`src/verilog/beid_pkg.sv`:
```
// Package for the bus error interrupt and destination logic.
// Assumes a 32-bit APB register port and a single 250 MHz bus cycle clock.
`default_nettype none
package beid_pkg;
	// Register byte offsets
	localparam logic [7:0] OFF_BUS_CONTROL = 8'h04;
	localparam logic [7:0] OFF_ERR_STATUS = 8'h08;
	localparam logic [7:0] OFF_ERROR_IRQ_CONTROL = 8'h0C;
	localparam logic [7:0] OFF_IRQ_TARGET = 8'h10;
	localparam logic [7:0] OFF_PROC_IRQ_MASK = 8'h14;
	localparam logic [7:0] OFF_FORCED_PROC_IRQ_TARGET = 8'h18;
	localparam logic [7:0] OFF_PROC_IRQ_ORIGIN = 8'h1C;

	// Field positions in error_irq_control_reg
	localparam int VEC_LSB = 2;
	localparam int VEC_MSB = 13;
	localparam int LEVEL_LSB = 16;
	localparam int LEVEL_MSB = 19;
	localparam int FORCE_BIT = 20;
	localparam int SENT_BIT = 21;

	// Field positions in bus_control
	localparam int HARD_EN_BIT = 0;
	localparam int SOFT_EN_BIT = 1;

	// Bus error flag groups: soft errors in the low bits, hard errors high
	localparam int SOFT_MSB = 2;
	localparam int HARD_LSB = 16;
	localparam int HARD_MSB = 31;

	// Reset values
	localparam logic [11:0] VECTOR_RST = 12'h000;
	localparam logic [3:0] LEVEL_RST = 4'h0;
	localparam logic [15:0] TARGET_RST = 16'h0000;
	localparam logic [1:0] BUS_CONTROL_RST = 2'h0;

	// Identify command as seen on the backplane
	typedef struct packed {
		logic valid;
		logic [15:0] master_id;
		logic [3:0] level;
	} beid_ident_req_s;

	// Answer to an identify command
	typedef struct packed {
		logic respond;
		logic [31:0] vector_word;
	} beid_ident_ans_s;
endpackage : beid_pkg
`default_nettype wire
```
`src/verilog/beid_core.sv`:
```
// Error interrupt request, vector and destination logic with APB registers.
// Assumes bus error flags and identify commands are produced on pclk.
// Assumes the identify valid is a one-cycle pulse with a one-hot decoded master ID,
// and that whoever sets the bus error flags also holds and clears them.
// Unused processor interrupt registers are kept as read-as-zero locations.
`default_nettype none
module beid_core
(
	// Clock and reset
	input wire logic pclk,
	input wire logic presetn,
	// APB slave
	input wire logic psel,
	input wire logic penable,
	input wire logic pwrite,
	input wire logic [7:0] paddr,
	input wire logic [31:0] pwdata,
	output logic [31:0] prdata,
	output logic pready,
	output logic pslverr,
	// Bus error flags
	input wire logic [31:0] bus_error_flags_reg,
	// Identify command and answer
	input wire beid_pkg::beid_ident_req_s ident_req,
	output beid_pkg::beid_ident_ans_s ident_ans,
	// Interrupt command
	output logic err_irq_req,
	output logic [15:0] interrupt_command_dest
);
	// Programmed fields of the bus control, control and destination registers, and the serviced mark
	logic [11:0] vector;
	logic [3:0] level_field;
	logic force_bit;
	logic serviced;
	logic [15:0] irq_target;
	logic hard_en;
	logic soft_error_irq_enable;
	// Match results and decoded sources
	logic dest_match;
	logic answer;
	logic hard_hit;
	logic soft_hit;
	// APB decode
	logic wr_en;
	logic rd_setup;
	logic [31:0] next_rdata;
	logic bad_addr;

	// Address decode used by both the write enable and the error answer
	// Keeping it in one place stops the write enable and pslverr from disagreeing
	function automatic logic addr_mapped(input logic [7:0] a);
		addr_mapped = (a == beid_pkg::OFF_BUS_CONTROL) || (a == beid_pkg::OFF_ERR_STATUS)
			|| (a == beid_pkg::OFF_ERROR_IRQ_CONTROL) || (a == beid_pkg::OFF_IRQ_TARGET)
			|| (a == beid_pkg::OFF_PROC_IRQ_MASK)
			|| (a == beid_pkg::OFF_FORCED_PROC_IRQ_TARGET)
			|| (a == beid_pkg::OFF_PROC_IRQ_ORIGIN);
	endfunction : addr_mapped

	// pready never drops, so software never stalls here; the cost is that read data
	// must be ready in the access cycle, which the setup capture below provides.
	// Writes to unmapped addresses are dropped.
	// Zero wait states; read data is captured in setup so it comes from a flop
	assign pready = 1'b1;
	assign bad_addr = !addr_mapped(paddr);
	assign pslverr = psel && penable && bad_addr;
	assign wr_en = psel && penable && pwrite && !bad_addr;
	assign rd_setup = psel && !penable && !pwrite;

	// Enabled error sources; the flags are levels, so the request stays up until
	// their owner clears them or software drops the enable.
	// The force bit bypasses the enables so software can test the path alone.
	assign hard_hit = hard_en
		&& (bus_error_flags_reg[beid_pkg::HARD_MSB:beid_pkg::HARD_LSB] != 16'h0000);
	assign soft_hit = soft_error_irq_enable
		&& (bus_error_flags_reg[beid_pkg::SOFT_MSB:0] != 3'h0);
	assign err_irq_req = hard_hit || soft_hit || force_bit;

	// The destination travels with every interrupt command
	// Receivers decide from this field whether the command is theirs
	assign interrupt_command_dest = irq_target;

	// Match logic is kept apart so the identify path can be timed on its own;
	// it sees the live request, so a request that drops cancels the answer.
	beid_ident_match u_match
	(
		.target(irq_target),
		.level_field(level_field),
		.pending(err_irq_req),
		.serviced(serviced),
		.req(ident_req),
		.dest_match(dest_match),
		.answer(answer)
	);

	// Bus control enables; both start off, so no flag can raise a request
	// before software has set up the vector and the destination.
	always_ff @(posedge pclk or negedge presetn)
	begin
		if (!presetn)
		begin
			hard_en <= beid_pkg::BUS_CONTROL_RST[0];
			soft_error_irq_enable <= beid_pkg::BUS_CONTROL_RST[1];
		end
		else if (wr_en && paddr == beid_pkg::OFF_BUS_CONTROL)
		begin
			hard_en <= pwdata[beid_pkg::HARD_EN_BIT];
			soft_error_irq_enable <= pwdata[beid_pkg::SOFT_EN_BIT];
		end
	end

	// Vector, level and force fields of the control register
	// Read-only bits such as sent are ignored on write, not stored
	always_ff @(posedge pclk or negedge presetn)
	begin
		if (!presetn)
		begin
			vector <= beid_pkg::VECTOR_RST;
			level_field <= beid_pkg::LEVEL_RST;
			force_bit <= 1'b0;
		end
		else if (wr_en && paddr == beid_pkg::OFF_ERROR_IRQ_CONTROL)
		begin
			vector <= pwdata[beid_pkg::VEC_MSB:beid_pkg::VEC_LSB];
			level_field <= pwdata[beid_pkg::LEVEL_MSB:beid_pkg::LEVEL_LSB];
			force_bit <= pwdata[beid_pkg::FORCE_BIT];
		end
	end

	// Serviced marks a request already answered; it drops with the request
	// Without this mark every later identify at the same level would be answered
	// again while the flags stay set.
	// The mark is also the sent bit that software reads back.
	always_ff @(posedge pclk or negedge presetn)
	begin
		if (!presetn)
			serviced <= 1'b0;
		else if (answer)
			serviced <= 1'b1;
		else if (!err_irq_req)
			serviced <= 1'b0;
	end

	// Destination register; a hardware load wins over a same-cycle write
	// Any destination match reloads the field, even when no answer follows.
	// A same-cycle write is lost; software should not rewrite the field while
	// identify traffic is running.
	always_ff @(posedge pclk or negedge presetn)
	begin
		if (!presetn)
			irq_target <= beid_pkg::TARGET_RST;
		else if (dest_match)
			irq_target <= ident_req.master_id;
		else if (wr_en && paddr == beid_pkg::OFF_IRQ_TARGET)
			irq_target <= pwdata[15:0];
	end

	// Identify answer, one cycle after the command
	// The vector word is zero unless this node answers, so other nodes can
	// share the answer lines by a plain OR.
	always_ff @(posedge pclk or negedge presetn)
	begin
		if (!presetn)
			ident_ans <= '0;
		else
		begin
			ident_ans.respond <= answer;
			ident_ans.vector_word <= answer ? {18'h0, vector, 2'h0} : 32'h00000000;
		end
	end

	// Read mux; everything not listed reads zero
	// Unused registers stay mapped so software probing them sees zero, not an
	// error; only addresses outside the map raise pslverr.
	always_comb
	begin
		next_rdata = 32'h00000000;
		unique case (paddr)
			beid_pkg::OFF_BUS_CONTROL:
			begin
				next_rdata[beid_pkg::HARD_EN_BIT] = hard_en;
				next_rdata[beid_pkg::SOFT_EN_BIT] = soft_error_irq_enable;
			end
			beid_pkg::OFF_ERR_STATUS:
			begin
				next_rdata[0] = err_irq_req;
				next_rdata[1] = serviced;
				next_rdata[2] = hard_hit;
				next_rdata[3] = soft_hit;
			end
			beid_pkg::OFF_ERROR_IRQ_CONTROL:
			begin
				next_rdata[beid_pkg::VEC_MSB:beid_pkg::VEC_LSB] = vector;
				next_rdata[beid_pkg::LEVEL_MSB:beid_pkg::LEVEL_LSB] = level_field;
				next_rdata[beid_pkg::FORCE_BIT] = force_bit;
				next_rdata[beid_pkg::SENT_BIT] = serviced;
			end
			beid_pkg::OFF_IRQ_TARGET:
				next_rdata[15:0] = irq_target;
			default:
				next_rdata = 32'h00000000;
		endcase
	end

	// Read data register
	// Captured only in setup so prdata stays put through the access and after it
	always_ff @(posedge pclk or negedge presetn)
	begin
		if (!presetn)
			prdata <= 32'h00000000;
		else if (rd_setup)
			prdata <= next_rdata;
	end
endmodule : beid_core
`default_nettype wire

```
`src/verilog/beid_ident_match.sv`:
```
// Destination and level match for an identify command.
// Assumes all inputs are on pclk; purely combinational.
`default_nettype none
module beid_ident_match
(
	// Programmed state
	input wire logic [15:0] target,
	input wire logic [3:0] level_field,
	input wire logic pending,
	input wire logic serviced,
	// Identify command
	input wire beid_pkg::beid_ident_req_s req,
	// Results
	output logic dest_match,
	output logic answer
);
	// Decoded IDs are one-hot, so any common bit is a match
	assign dest_match = req.valid && ((req.master_id & target) != 16'h0000);

	// Answer only with an unserviced request whose level shares a bit with level_field
	assign answer = dest_match && pending && !serviced
		&& ((req.level & level_field) != 4'h0);
endmodule : beid_ident_match
`default_nettype wire

```
`config.mk`:
```
export PLATFORM = sky130hd
export DESIGN_NAME = beid_core
export DESIGN_NICKNAME = d
export VERILOG_FILES = /design/src/verilog/beid_pkg.sv /design/src/verilog/beid_core.sv /design/src/verilog/beid_ident_match.sv
export SDC_FILE = /design/constraint.sdc
export NUM_CORES = 1
export LEC_CHECK = 0
export ABC_AREA = 1
export BUFFER_PORTS_ARGS = -buffer_cell sky130_fd_sc_hd__buf_2
export CAP_MARGIN = 20
export CORE_MARGIN = 3
export CORE_UTILIZATION = 45
export CTS_BUF_LIST = sky130_fd_sc_hd__clkbuf_16
export CTS_CLUSTER_SIZE = 12
export DETAILED_ROUTE_END_ITERATION = 8
export PLACE_DENSITY_LB_ADDON = 0.3
export SYNTH_ARGS = -nofsm -noshare
export SYNTH_HDL_FRONTEND = slang
export SYNTH_SLANG_ARGS = --single-unit
export TNS_END_PERCENT = 5
```
`constraint.sdc`:
```
create_clock -name pclk -period 3.6 [get_ports pclk]
set_input_delay 0.54 -clock pclk [delete_from_list [all_inputs] [get_ports pclk]]
set_output_delay 0.54 -clock pclk [all_outputs]
set_load 0.01 [all_outputs]
```
## After elaboration in Yosys (flattened, before gate mapping)

Index checks and enable logic that the tools add are counted.
W data, S select, Z words.

- Register bits after elaboration: 73
- Logic and storage cells: 62
- Input bits: 98

- Eq/ne operators: 8
- Bitwise logic cells: 2
- Reduce and logical (&&, ||, !) cells: 32
- Muxes and demuxes: 10

Operator list:

| kind | count |
|---|---|
| $eq A8 B5 Y1 const B | 4 |
| $mux W16 | 2 |
| $reduce_bool A16 Y1 | 2 |
| $pmux W10 S2 | 1 |
| $and A16 B16 Y16 | 1 |
| $eq A8 B4 Y1 const B | 2 |
| $logic_and A1 B1 Y1 | 15 |
| $mux W14 | 1 |
| $pmux W2 S3 | 2 |
| $eq A8 B3 Y1 const B | 1 |
| $logic_or A1 B1 Y1 | 8 |
| $mux W6 | 1 |
| $and A4 B4 Y4 | 1 |
| $logic_not A1 Y1 | 4 |
| $reduce_bool A4 Y1 | 1 |
| $reduce_bool A3 Y1 | 1 |
| $mux W1 | 2 |
| $mux W2 | 1 |
| $ne A2 B2 Y1 const B | 1 |
| $reduce_bool A2 Y1 | 1 |

## Logic depth before layout (Yosys ltp)

Gate-level depths: netlist of run 1.

- Depth in word-level cells: 11
- Gate-level depth with buffers: 11
- Gate-level depth less buffers: 10

## Hierarchy

A second synthesis of run 1 with hierarchy kept.

- Cells, all modules: 469
- Area, all modules: 3636.0 um2

Modules (own cells, without submodules):

| module | sequential area each (um2) | area an instance (um2) | times used | cells each |
|---|---|---|---|---|
| beid_core | 1776.7 | 3474.6 | 1 | 427 |
| beid_ident_match | 0.0 | 161.4 | 1 | 42 |

## Least setup slack after synthesis of run 1

Ideal clock, no wire load.

- Path kind: input -> output
- Start: input paddr[4]
- End: output pslverr
- Required time: 3.060 ns
- Stages on the path: 7
- Arrival time: 1.250 ns
- Path slack: 1.810 ns
- Buffers on the path: 0
- Cells stage by stage: inv_1 > nor2_1 > nand2_1 > nor2_1 > nor2_1 > nand3_2 > nor2_1

- Longest elaborated chain between the ends: 9

RTL lines:

| element | RTL line | RTL |
|---|---|---|
| from (decl) | beid_core.sv:16 | `input wire logic [7:0] paddr,` |
| $eq A8 B3 Y1 / $eq A8 B4 Y1 (equally long branches) | beid_core.sv:52 | `addr_mapped = (a == beid_pkg::OFF_BUS_CONTROL) \|\| (a == beid_pkg::OFF_ERR_STATUS)` |
| $logic_or A1 B1 Y1 | beid_core.sv:52 |  |
| $logic_or A1 B1 Y1 (2 in series) | beid_core.sv:53 | `\|\| (a == beid_pkg::OFF_ERROR_IRQ_CONTROL) \|\| (a == beid_pkg::OFF_IRQ_TARGET)` |
| $logic_or A1 B1 Y1 | beid_core.sv:54 | `\|\| (a == beid_pkg::OFF_PROC_IRQ_MASK)` |
| $logic_or A1 B1 Y1 | beid_core.sv:55 | `\|\| (a == beid_pkg::OFF_FORCED_PROC_IRQ_TARGET)` |
| $logic_or A1 B1 Y1 (*) | beid_core.sv:56 | `\|\| (a == beid_pkg::OFF_PROC_IRQ_ORIGIN);` |
| $logic_not A1 Y1 (*) | beid_core.sv:64 | `assign bad_addr = !addr_mapped(paddr);` |
| $logic_and A1 B1 Y1 (*) | beid_core.sv:65 | `assign pslverr = psel && penable && bad_addr;` |
| to (decl) | beid_core.sv:20 | `output logic pslverr,` |

Every way passes the cells marked *; elsewhere a longest branch is shown, timed or not.

## Worst setup path in the final report of run 1

- Start: input paddr[4]
- End: register vector[1]

- Longest elaborated chain between the ends: 9

RTL lines:

| element | RTL line | RTL |
|---|---|---|
| $eq A8 B3 Y1 / $eq A8 B4 Y1 (equally long branches) | beid_core.sv:52 |  |
| $logic_or A1 B1 Y1 | beid_core.sv:52 |  |
| $logic_or A1 B1 Y1 (2 in series) | beid_core.sv:53 |  |
| $logic_or A1 B1 Y1 | beid_core.sv:54 |  |
| $logic_or A1 B1 Y1 | beid_core.sv:55 |  |
| $logic_or A1 B1 Y1 | beid_core.sv:56 |  |
| $logic_and A1 B1 Y1 | beid_core.sv:66 | `assign wr_en = psel && penable && pwrite && !bad_addr;` |
| $logic_and A1 B1 Y1 (*) | beid_core.sv:121 | `else if (wr_en && paddr == beid_pkg::OFF_ERROR_IRQ_CONTROL)` |
| to (signal assigned) | beid_core.sv:117 | `vector <= beid_pkg::VECTOR_RST;` |
| to (signal assigned) | beid_core.sv:123 | `vector <= pwdata[beid_pkg::VEC_MSB:beid_pkg::VEC_LSB];` |
| to (decl) | beid_core.sv:31 | `logic [11:0] vector;` |

Marks and branches as above.
A chain may end at the register's enable or synchronous reset.

==> results of run 1 <==
==> per-layer routing <==
layer	wire length (um)	up-vias	GRT usage, %
li1	-	1675	-
met1	4190	1525	29.8
met2	4610	164	32.4
met3	894	12	4.26
met4	115	0	7.48
met5	0	-	0
==> logic make-up after synthesis <==
logic type | Yosys count
flip-flops | 71
other | 2
AND/OR/NAND/NOR | 260
buffers and inverters | 93
AO/OA/AOI/OAI | 47
==> layout make-up <==
type	count	area [um^2]
Clock buffer	9	225
Fill cell	755	3300
Multi-Input combinational cell	338	1540
Sequential cell	71	1780
Timing Repair Buffer	130	661
Clock inverter	6	53.8
Inverter	44	165
Tap cell	102	128
==> power by group through the flow <==
stage / registers (uW) / logic [uW] / clock network [uW]
after detailed placement: 914 / 313 / 0
after global routing: 909 / 351 / 879
final: 902 / 312 / 832
after global placement: 913 / 307 / 0
after CTS: 901 / 314 / 842
after floorplan: 925 / 169 / 0
==> layout by cell type (no fill, tap or decap), types with 3 or more instances in the layout <==
cell type                     n
sky130_fd_sc_hd__nor2_2       3
sky130_fd_sc_hd__conb_1      31
sky130_fd_sc_hd__nand2_2      5
sky130_fd_sc_hd__buf_2      126
sky130_fd_sc_hd__inv_1       44
sky130_fd_sc_hd__o21ai_1     17
sky130_fd_sc_hd__dfrtp_1     71
sky130_fd_sc_hd__clkbuf_16    9
sky130_fd_sc_hd__a2bb2oi_1   10
sky130_fd_sc_hd__nand3_1     43
sky130_fd_sc_hd__buf_4        4
sky130_fd_sc_hd__nand4_1      4
sky130_fd_sc_hd__nand2_1    160
sky130_fd_sc_hd__nor2_1      35
sky130_fd_sc_hd__o21ai_0      6
sky130_fd_sc_hd__a21oi_1     12
==> flip-flops by register name, indices dropped and copies added (netlist names) <==
signal / flops
prdata: 22
interrupt_command_dest: 16
ident_ans: 13
vector: 12
level_field: 4
force_bit: 1
hard_en: 1
serviced: 1
soft_error_irq_enable: 1
==> metrics by stage <==
stage	hold slack, ns	std cells	total power (uW)
floorplan	0.244	502	1090
global placement	0.459	685	1220
detailed placement	0.465	685	1230
CTS	0.285	700	2060
global route	0.310	700	2140
finish	0.267	700	2050
==> worst max-delay path: cells and delay by family <==
kind	cells	cell delay, ns
buffers and inverters	1	0.10
and+or+nand+nor	7	1.67
AOI/OAI and AO/OA	1	0.09
==> final timing paths <==
check,slack [ns],cells after the start,to,from
worst max-delay path,1.36,9,vector[1]$_DFFE_PN0P_,paddr[4]
worst min-delay path,0.27,1,level_field[3]$_DFFE_PN0P_,presetn
worst max register to register,1.60,9,interrupt_command_dest[1]$_DFFE_PN0P_,interrupt_command_dest[15]$_DFFE_PN0P_
worst min register to register,0.47,2,prdata[19]$_DFFE_PN0P_,prdata[19]$_DFFE_PN0P_
max in group asynchronous,2.58,2,vector[11]$_DFFE_PN0P_,presetn
min in group pclk,0.46,3,force_bit$_DFFE_PN0P_,pwdata[20]
==> run summary, run 1 <==
1st-iter DRT viols - 198
number of port buffers - 126
sink count of the clock tree - 71
average cell area after synthesis - 7.79 um^2
Synth area leaders - sky130_fd_sc_hd__dfrtp_1, sky130_fd_sc_hd__nand2_1, sky130_fd_sc_hd__buf_4, sky130_fd_sc_hd__nand3_1, sky130_fd_sc_hd__inv_1
post-route clock period utilization - 62.4%
share of flip-flops with an asynchronous set or reset - 100%
HP Class - in -> async
hold violation total from the final report - 0
gp weighted congestion - 0.833
TritonCTS clock tree - done
effective utilization at floorplan - 47.0%
gate count of the mapped netlist - 473
Cell variety after synth - 27
top post-synthesis cells by count - sky130_fd_sc_hd__nand2_1, sky130_fd_sc_hd__dfrtp_1, sky130_fd_sc_hd__inv_1, sky130_fd_sc_hd__nand3_1, sky130_fd_sc_hd__nor2_1
Via Count - 3,376
final setup skew - 0.00405 ns
proportion of synthesized chip area in sequential cells - 48.2%
area fraction in compound gates after synthesis - 7.57%
Yosys top cell by area - sky130_fd_sc_hd__dfrtp_1
data arrival time of the worst path - 2.42 ns
type of the worst setup path - in -> reg
per-cell routed wire length - 14.0 um
cell type of the slowest stage on the worst timing path - sky130_fd_sc_hd__nand3_2
placed cell areas - 0.00427 mm^2
static leakage - 0.00262 uW
final wirelength - 9.81 mm
maximum clock frequency - 446 MHz
minimum period implied by the final worst setup slack - 2.24 ns
Setup violations, final - 0
Final Core Density - 57.9%
number of slew-limit violations in the final report - 0
clk_lat worst skew - 0.32 ns
count of flip-flops with a built-in enable after synthesis - 0
final setup margin - 1.36 ns
result of the run - finished, final reports clean
count of nets after finishing - 692
post-cts gate resize count - 0
Final Instance Area - 0.00455 mm^2
number of antenna violations at the first check in global routing - 0
setup bufs post-CTS - 0
Mapped Area - 0.00369 mm^2
count of maximum capacitance violations - 0
final HPWL from detailed placement - 7.13 mm
simple logic cell fraction of the synthesized area - 30.9%
worst-case headroom to the max-slew limit - 51.8%
number of detailed-routing iterations run before antenna repair - 5
GRT overflow - 0
area growth from synthesis to layout - 23.4%
post-synthesis mux area share - 0%
top_reg_cell synth - sky130_fd_sc_hd__dfrtp_1
clock tree root buffer cell - sky130_fd_sc_hd__clkbuf_16
core footprint - 0.00785 mm^2
register bit total from synthesis - 71
count of inserted antenna diode cells - 0
combined global-route utilization of all metal layers - 21.1%
Tightest Pin Transition - 0.721 ns
RSZ-0062 raised after global routing - false
clock buffer count from CTS - 9
peak supply drop - 0.247 mV
kind of end point of the critical path - register
cell with the most instances after synthesis - sky130_fd_sc_hd__nand2_1
clock share of power - 40.7%
maximum single-stage delay on the critical path - 0.56 ns
top-level port count - 182
CP startpoint kind - input port
power per standard cell area - 450 mW/mm^2
adder and majority cell fraction of the synthesized area - 0%
share of total power in combinational logic - 15.2%
Hold-fix buffers, CTS - 0
Pint - 1500 uW
wire length of the first global-routing pass - 15.0 mm
Seq pwr share - 44.1%
buffer levels on the longest clock path - 2
cells along the critical path - buf_2 -> nor2_1 -> nand2_2 -> nor2_8 -> nor2_1 -> nand3_2 -> nand3_2 -> nand2_1 -> o21ai_1
net switching power of the design - 550 uW
routed vias/inst - 4.82
maximum number of pins on one net before global-route repair - 35
Die X - 96.5 um
drc violations - 0
portion of synthesized cell area occupied by the leading cell type - 48.2%
xor/xnor cell area share of the yosys netlist - 0%
number of nets still failing antenna checks after routing - 0
largest family of logic cells by synthesized area - simple AND/OR/NAND/NOR gates
level count of the clock H-tree - 3
share of post-route cells with drive strength above 1 - 26.6%
DIE HEIGHT - 96.5 um
WP data required - 3.78 ns
Post-Place Setup Slack - 1.04 ns
full die area - 0.00931 mm^2
setup tns final - 0 ns
Switching Share - 26.9%
via count of the first global-routing pass - 3,160
clock transition at the registers of the reported paths - 0.05 ns
Synth warnings - 0
Rows - 32
Critical Path Fanout Max - 34
No activity file was read; power rests on OpenSTA's default activity.
==> run 2: changes to the inputs <==
==> constraint.sdc (replaced) <==
create_clock -name pclk -period 2.26 [get_ports pclk]
set_input_delay 0.339 -clock pclk [delete_from_list [all_inputs] [get_ports pclk]]
set_output_delay 0.339 -clock pclk [all_outputs]
set_load 0.01 [all_outputs]
==> run 2 against run 1 <==
  * Sequential share of layout area is 0.80 points lower
  * Critical path depth stayed put
  * Clock power is 83% higher
  * Power is 69% higher
  * Final cell count is 0.86% higher
  * Setup slack worse by 0.79 ns
  * Sequential power is 60% higher
  * Hold slack worse by 0.012 ns
==> run summary, run 2 (synthesis gave the netlist of run 1 again) <==
level count of the clock H-tree - 3 (unchanged)
hold depth - 3
full die area - 0.00931 mm^2 (unchanged)
via count of the first global-routing pass - 3,210 (+1.6%)
final wirelength - 9.86 mm (+0.51%)
peak supply drop - 0.328 mV (+33%)
WP data required - 2.47 ns (-1.31 ns)
minimum period implied by the final worst setup slack - 1.69 ns
power per standard cell area - 745 mW/mm^2 (+66%)
1st-iter DRT viols - 201 (+1.5%)
Hold-fix buffers, CTS - 1 (+1)
static leakage - 0.00267 uW (+1.9%)
area occupied by multi-input gates - 0.00154 mm^2 (unchanged)
core footprint - 0.00785 mm^2 (unchanged)
Reg2Reg Depth - 9 (unchanged)
post-cts gate resize count - 0 (unchanged)
HP Class - in -> reg
maximum clock frequency - 590 MHz
result of the run - finished, final reports clean
clock transition at the registers of the reported paths - 0.06 ns (about the same)
final setup margin - 0.566 ns (-0.789 ns)
drc violations - 0 (unchanged)
number of port buffers - 126 (unchanged)
CP startpoint kind - register
Setup violations, final - 0 (unchanged)
area growth from synthesis to layout - 25.9%
Tightest Pin Transition - 0.572 ns (-0.149 ns)
routed vias/inst - 4.88 (+1.2%)
post-route clock period utilization - 74.9%
gp weighted congestion - 0.808 (-3.0%)
combined global-route utilization of all metal layers - 21.2% (+0.062 points)
top-level port count - 182 (unchanged)
clock buffer count from CTS - 9 (unchanged)
per-cell routed wire length - 14.0 um (-0.34%)
effective utilization at floorplan - 47.0% (unchanged)
GRT overflow - 0 (unchanged)
RSZ-0062 raised after global routing - false
most frequent cells in the layout - sky130_fd_sc_hd__nand2_1, sky130_fd_sc_hd__buf_2, sky130_fd_sc_hd__dfrtp_1, sky130_fd_sc_hd__inv_1, sky130_fd_sc_hd__nand3_1
Rows - 32 (unchanged)
share of post-route cells with drive strength above 1 - 27.6% (+1.1 points)
Post-Place Setup Slack - 0.389 ns (-0.655 ns)
hold violation total from the final report - 0 (unchanged)
worst-case headroom to the max-slew limit - 61.8% (+9.9 points)
non-filler instance count after layout - 706 (+0.86%)
Critical Path Fanout Max - 23 (-32%)
count of maximum capacitance violations - 0 (unchanged)
final setup skew - 0.00813 ns (+0.00408 ns)
Die X - 96.5 um (unchanged)
maximum number of pins on one net before global-route repair - 51 (+46%)
Min Hold Slack - 0.255 ns (-0.0121 ns)
count of nets after finishing - 697 (+0.72%)
data arrival time of the worst path - 1.91 ns (-0.51 ns)
setup bufs post-CTS - 0 (unchanged)
register area - 0.00178 mm^2 (unchanged)
number of detailed-routing iterations run before antenna repair - 5 (unchanged)
clock tree root buffer cell - sky130_fd_sc_hd__clkbuf_16
sink count of the clock tree - 71 (unchanged)
wire length of the first global-routing pass - 15.2 mm (+1.8%)
clk_lat worst skew - 0.33 ns (about the same)
count of inserted antenna diode cells - 0 (unchanged)
type of the worst setup path - reg -> reg
DIE HEIGHT - 96.5 um (unchanged)
number of nets still failing antenna checks after routing - 0 (unchanged)
final HPWL from detailed placement - 7.18 mm (+0.79%)
cell count after placement - 689 (+0.58%)
TritonCTS clock tree - done
number of slew-limit violations in the final report - 0 (unchanged)
leading cell type in the layout, fill and taps excluded - sky130_fd_sc_hd__nand2_1
setup tns final - 0 ns (unchanged)
register bank with the most flops - prdata
kind of end point of the critical path - register
fill count - 737 (-2.4%)
Largest register FFs - 22 (unchanged)
number of antenna violations at the first check in global routing - 0 (unchanged)
Via Count - 3,447 (+2.1%)
buffer levels on the longest clock path - 2 (unchanged)
run 2: cell types whose count changed in the layout (fill, tap and decap cells not counted):
cell,before,now
sky130_fd_sc_hd__buf_4,4,7
sky130_fd_sc_hd__clkinv_2,1,2
sky130_fd_sc_hd__inv_6,0,1
sky130_fd_sc_hd__clkinvlp_4,1,0
sky130_fd_sc_hd__clkinv_4,0,2
sky130_fd_sc_hd__clkinv_1,2,0
sky130_fd_sc_hd__bufinv_16,1,2
sky130_fd_sc_hd__inv_1,44,43
sky130_fd_sc_hd__buf_12,0,1
sky130_fd_sc_hd__dlygate4sd3_1,0,1
run 2: layer usage:
metal  vias to the layer above  wire (um)  global-route usage (%)
met4                         0        119                    7.13
li1                       1690          -                       -
met1                      1580       4360                    29.9
met2                       164       4680                    33.4
met5                         -          0                       0
met3                        13        701                    3.25
run 2: where the power goes:
group	switching (uW)	internal, uW
Sequential	84.2	1350
Combinational	301	204
Clock	546	969
Total	931	2530
run 2: per-stage QoR:
| stage | util (%) | cell area (um^2) | power, uW |
|---|---|---|---|
| final | 59.2 | 4640 | 3460 |
| after global routing | 59.2 | 4640 | 3590 |
| after CTS | 59.2 | 4640 | 3470 |
| after detailed placement | 54.9 | 4310 | 1960 |
| after global placement | 54.9 | 4310 | 1950 |
| after floorplan | - | 3790 | 1740 |
run 2: critical path, cell delays in order (launching register included):
cell	delay, ns
sky130_fd_sc_hd__dfrtp_1	0.43
sky130_fd_sc_hd__nand2_1	0.10
sky130_fd_sc_hd__nand4_1	0.11
sky130_fd_sc_hd__nor2_1	0.15
sky130_fd_sc_hd__nand2_2	0.08
sky130_fd_sc_hd__nand2_2	0.10
sky130_fd_sc_hd__buf_4	0.28
sky130_fd_sc_hd__nand2_4	0.17
sky130_fd_sc_hd__nand2_1	0.10
sky130_fd_sc_hd__nand2_1	0.06
run 2: worst paths after layout:
kind                            slack, ns                                      to                                   from
worst max-delay path                 0.57  interrupt_command_dest[13]$_DFFE_PN0P_  interrupt_command_dest[2]$_DFFE_PN0P_
worst min-delay path                 0.26              level_field[1]$_DFFE_PN0P_                             pwdata[17]
worst max register to register       0.57  interrupt_command_dest[13]$_DFFE_PN0P_  interrupt_command_dest[2]$_DFFE_PN0P_
worst min register to register       0.48                  prdata[20]$_DFFE_PN0P_                 prdata[20]$_DFFE_PN0P_
max in group asynchronous            1.12   interrupt_command_dest[1]$_DFFE_PN0P_                                presetn
min in group asynchronous            0.51                  ident_ans[9]$_DFF_PN0_                                presetn
run 2: final cells by class:
cell class,instances,share of cell area [%]
clock buffers,9,4.85
clock inverters,7,2.08
inverters,44,3.56
multi-input cells,338,33.1
flip-flops and latches,71,38.3
well taps,102,2.75
repair buffers,135,15.4
==> run 3: changes to the inputs <==
--- a/config.mk
+++ b/config.mk
@@ -9,7 +9,7 @@
 export BUFFER_PORTS_ARGS = -buffer_cell sky130_fd_sc_hd__buf_2
 export CAP_MARGIN = 20
 export CORE_MARGIN = 3
-export CORE_UTILIZATION = 45
+export CORE_UTILIZATION = 42
 export CTS_BUF_LIST = sky130_fd_sc_hd__clkbuf_16
 export CTS_CLUSTER_SIZE = 12
 export DETAILED_ROUTE_END_ITERATION = 8
==> constraint.sdc (replaced) <==
create_clock -name pclk -period 1.5 [get_ports pclk]
set_input_delay 0.225 -clock pclk [delete_from_list [all_inputs] [get_ports pclk]]
set_output_delay 0.225 -clock pclk [all_outputs]
set_load 0.01 [all_outputs]
==> run 3 against run 2 <==
  * Final area increased by 8.5%
  * Non-clock buffer count is 25 higher
  * Sequential share of layout area decreased by 3.0 points
  * Setup slack worse by 0.54 ns
  * Sequential power increased by 47%
  * Global-route usage decreased by 0.61 points
  * Highest routed layer unchanged
  * Combinational power rose by 95%
  * Core utilization is 0.95 points higher
  * Power grew 60%
  * Clock power is 61% higher
==> run summary, run 3 (synthesis gave the netlist of run 1 again) <==
setup slack on the worst flop-to-flop path - 0.03 ns (-0.54 ns)
buffer levels on the longest clock path - 2 (unchanged)
maximum number of pins on one net before global-route repair - 72 (+41%)
sink count of the clock tree - 71 (unchanged)
gp weighted congestion - 0.860 (+6.5%)
number of port buffers - 126 (unchanged)
TritonCTS clock tree - done
static leakage - 0.00286 uW (+7.3%)
Setup violations, final - 0 (unchanged)
drc violations - 0 (unchanged)
HP Class - in -> reg
Critical Path Fanout Max - 6 (-74%)
hold violation total from the final report - 0 (unchanged)
data arrival time of the worst path - 1.74 ns (-0.17 ns)
number of nets still failing antenna checks after routing - 0 (unchanged)
Die X - 99.7 um (+3.3%)
peak supply drop - 0.729 mV (+120%)
Final Core Density - 60.1% (+0.95 points)
clock transition at the registers of the reported paths - 0.06 ns (about the same)
clock buffer count from CTS - 9 (unchanged)
final HPWL from detailed placement - 7.54 mm (+4.9%)
1st-iter DRT viols - 229 (+14%)
wire length of the first global-routing pass - 16.3 mm (+7.2%)
number of antenna violations at the first check in global routing - 0 (unchanged)
level count of the clock H-tree - 3 (unchanged)
share of post-route cells with drive strength above 1 - 33.1% (+5.4 points)
clk_lat worst skew - 0.33 ns (about the same)
Rows - 33 (+3.1%)
WP data required - 1.77 ns (-0.70 ns)
power per standard cell area - 1100 mW/mm^2 (+48%)
most frequent cells in the layout - sky130_fd_sc_hd__nand2_1, sky130_fd_sc_hd__buf_2, sky130_fd_sc_hd__dfrtp_1, sky130_fd_sc_hd__inv_1, sky130_fd_sc_hd__nand3_1
routed vias/inst - 4.81 (-1.5%)
minimum period implied by the final worst setup slack - 1.47 ns (-0.224 ns)
clock tree root buffer cell - sky130_fd_sc_hd__clkbuf_16
number of slew-limit violations in the final report - 0 (unchanged)
final setup skew - 0.00515 ns (-0.00298 ns)
post-route clock period utilization - 98.0% (+23 points)
area growth from synthesis to layout - 36.7%
maximum clock frequency - 680 MHz (+15%)
count of inserted antenna diode cells - 0 (unchanged)
Largest register FFs - 22 (unchanged)
final wirelength - 10.5 mm (+6.4%)
core footprint - 0.00838 mm^2 (+6.8%)
count of maximum capacitance violations - 0 (unchanged)
Total Power Consumption - 5540 uW (+60%)
Post-Place Setup Slack - -0.0233 ns (-0.412 ns)
RSZ-0062 raised after global routing - true
kind of end point of the critical path - register
top-level port count - 182 (unchanged)
full die area - 0.00994 mm^2 (+6.7%)
Via Count - 3,530 (+2.4%)
final setup margin - 0.0300 ns (-0.536 ns)
count of nets after finishing - 722 (+3.6%)
via count of the first global-routing pass - 3,277 (+2.1%)
GRT overflow - 0 (unchanged)
result of the run - finished, final reports clean
per-cell routed wire length - 14.3 um (+2.4%)
type of the worst setup path - reg -> reg
CP startpoint kind - register
combined global-route utilization of all metal layers - 20.6% (-0.61 points)
number of detailed-routing iterations run before antenna repair - 5 (unchanged)
register bank with the most flops - prdata
DIE HEIGHT - 99.7 um (+3.3%)
effective utilization at floorplan - 44.0% (-3.0 points)
leading cell type in the layout, fill and taps excluded - sky130_fd_sc_hd__nand2_1
==> run 3: cell types whose count changed in the layout (fill, tap and decap cells not counted), moves of 2 or more <==
| cell | before | now |
|---|---|---|
| sky130_fd_sc_hd__nand2_1 | 160 | 157 |
| sky130_fd_sc_hd__buf_12 | 1 | 5 |
| sky130_fd_sc_hd__nor2_2 | 3 | 8 |
| sky130_fd_sc_hd__nor2_4 | 1 | 3 |
| sky130_fd_sc_hd__nor2_1 | 35 | 28 |
| sky130_fd_sc_hd__nand2_4 | 1 | 3 |
| sky130_fd_sc_hd__buf_6 | 0 | 3 |
| sky130_fd_sc_hd__buf_4 | 7 | 23 |
| sky130_fd_sc_hd__clkbuf_16 | 9 | 11 |
| sky130_fd_sc_hd__nand3_1 | 43 | 38 |
| sky130_fd_sc_hd__nand3_2 | 2 | 6 |
==> run 3: critical path, stage by stage, from the launching register on <==
cell	delay, ns
sky130_fd_sc_hd__dfrtp_1	0.41
sky130_fd_sc_hd__nand2_1	0.10
sky130_fd_sc_hd__nand4_1	0.10
sky130_fd_sc_hd__nor2_1	0.14
sky130_fd_sc_hd__nand2_2	0.09
sky130_fd_sc_hd__nand2_4	0.16
sky130_fd_sc_hd__buf_6	0.14
sky130_fd_sc_hd__clkbuf_16	0.14
sky130_fd_sc_hd__nand3_1	0.08
sky130_fd_sc_hd__nand2_1	0.06
==> run 3: cell type report <==
| type | instances | area [um^2] |
|---|---|---|
| clock buffers | 9 | 225 |
| clock inverters | 7 | 120 |
| fillers | 750 | 3340 |
| inverters | 44 | 165 |
| multi-input cells | 338 | 1620 |
| flip-flops and latches | 71 | 1780 |
| well taps | 105 | 131 |
| repair buffers | 160 | 997 |
==> run 3: worst paths after layout <==
path | startpoint | to | cells after the start
max | interrupt_command_dest[3]$_DFFE_PN0P_ | interrupt_command_dest[1]$_DFFE_PN0P_ | 9
min | pwdata[20] | force_bit$_DFFE_PN0P_ | 3
max reg2reg | interrupt_command_dest[3]$_DFFE_PN0P_ | interrupt_command_dest[1]$_DFFE_PN0P_ | 9
min reg2reg | prdata[20]$_DFFE_PN0P_ | prdata[20]$_DFFE_PN0P_ | 2
max in group asynchronous | presetn | hard_en$_DFFE_PN0P_ | 3
min in group asynchronous | presetn | level_field[3]$_DFFE_PN0P_ | 3
==> run 3: timing repair <==
action                                  in CTS  in global routing
endpoints found under the hold margin       71                  0
hold buffers                                 1                  0
endpoints found under the setup margin       0                 32
buffers inserted                             0                  3
gates resized for setup                      0                 23
==> run 3: power breakdown <==
part / switching (uW) / total (uW) / internal (uW)
combinational: 559 / 987 / 428
clock: 815 / 2440 / 1630
sequential: 77.1 / 2110 / 2040
==> run 3: through the flow <==
| stage | std cells | area, um^2 | hold WS [ns] | TNS, ns |
|---|---|---|---|---|
| 5_1_grt | 734 | 5040 | 0.137 | -1.30 |
| 2_1_floorplan | 502 | 3790 | -0.0706 | 0 |
| 6_report | 734 | 5040 | 0.132 | 0 |
| 3_5_place_dp | 711 | 4510 | 0.274 | -0.108 |
| 4_1_cts | 728 | 4860 | 0.132 | 0 |
| 3_3_place_gp | 711 | 4510 | 0.281 | 0 |
==> run 3: per-layer routing <==
| layer | vias to the layer above | routed length, um | track usage, % |
|---|---|---|---|
| met5 | - | 0 | 0 |
| met4 | 0 | 220 | 6.93 |
| met3 | 21 | 758 | 4.07 |
| met2 | 143 | 4950 | 31.3 |
| met1 | 1624 | 4570 | 29.4 |
| li1 | 1742 | - | - |
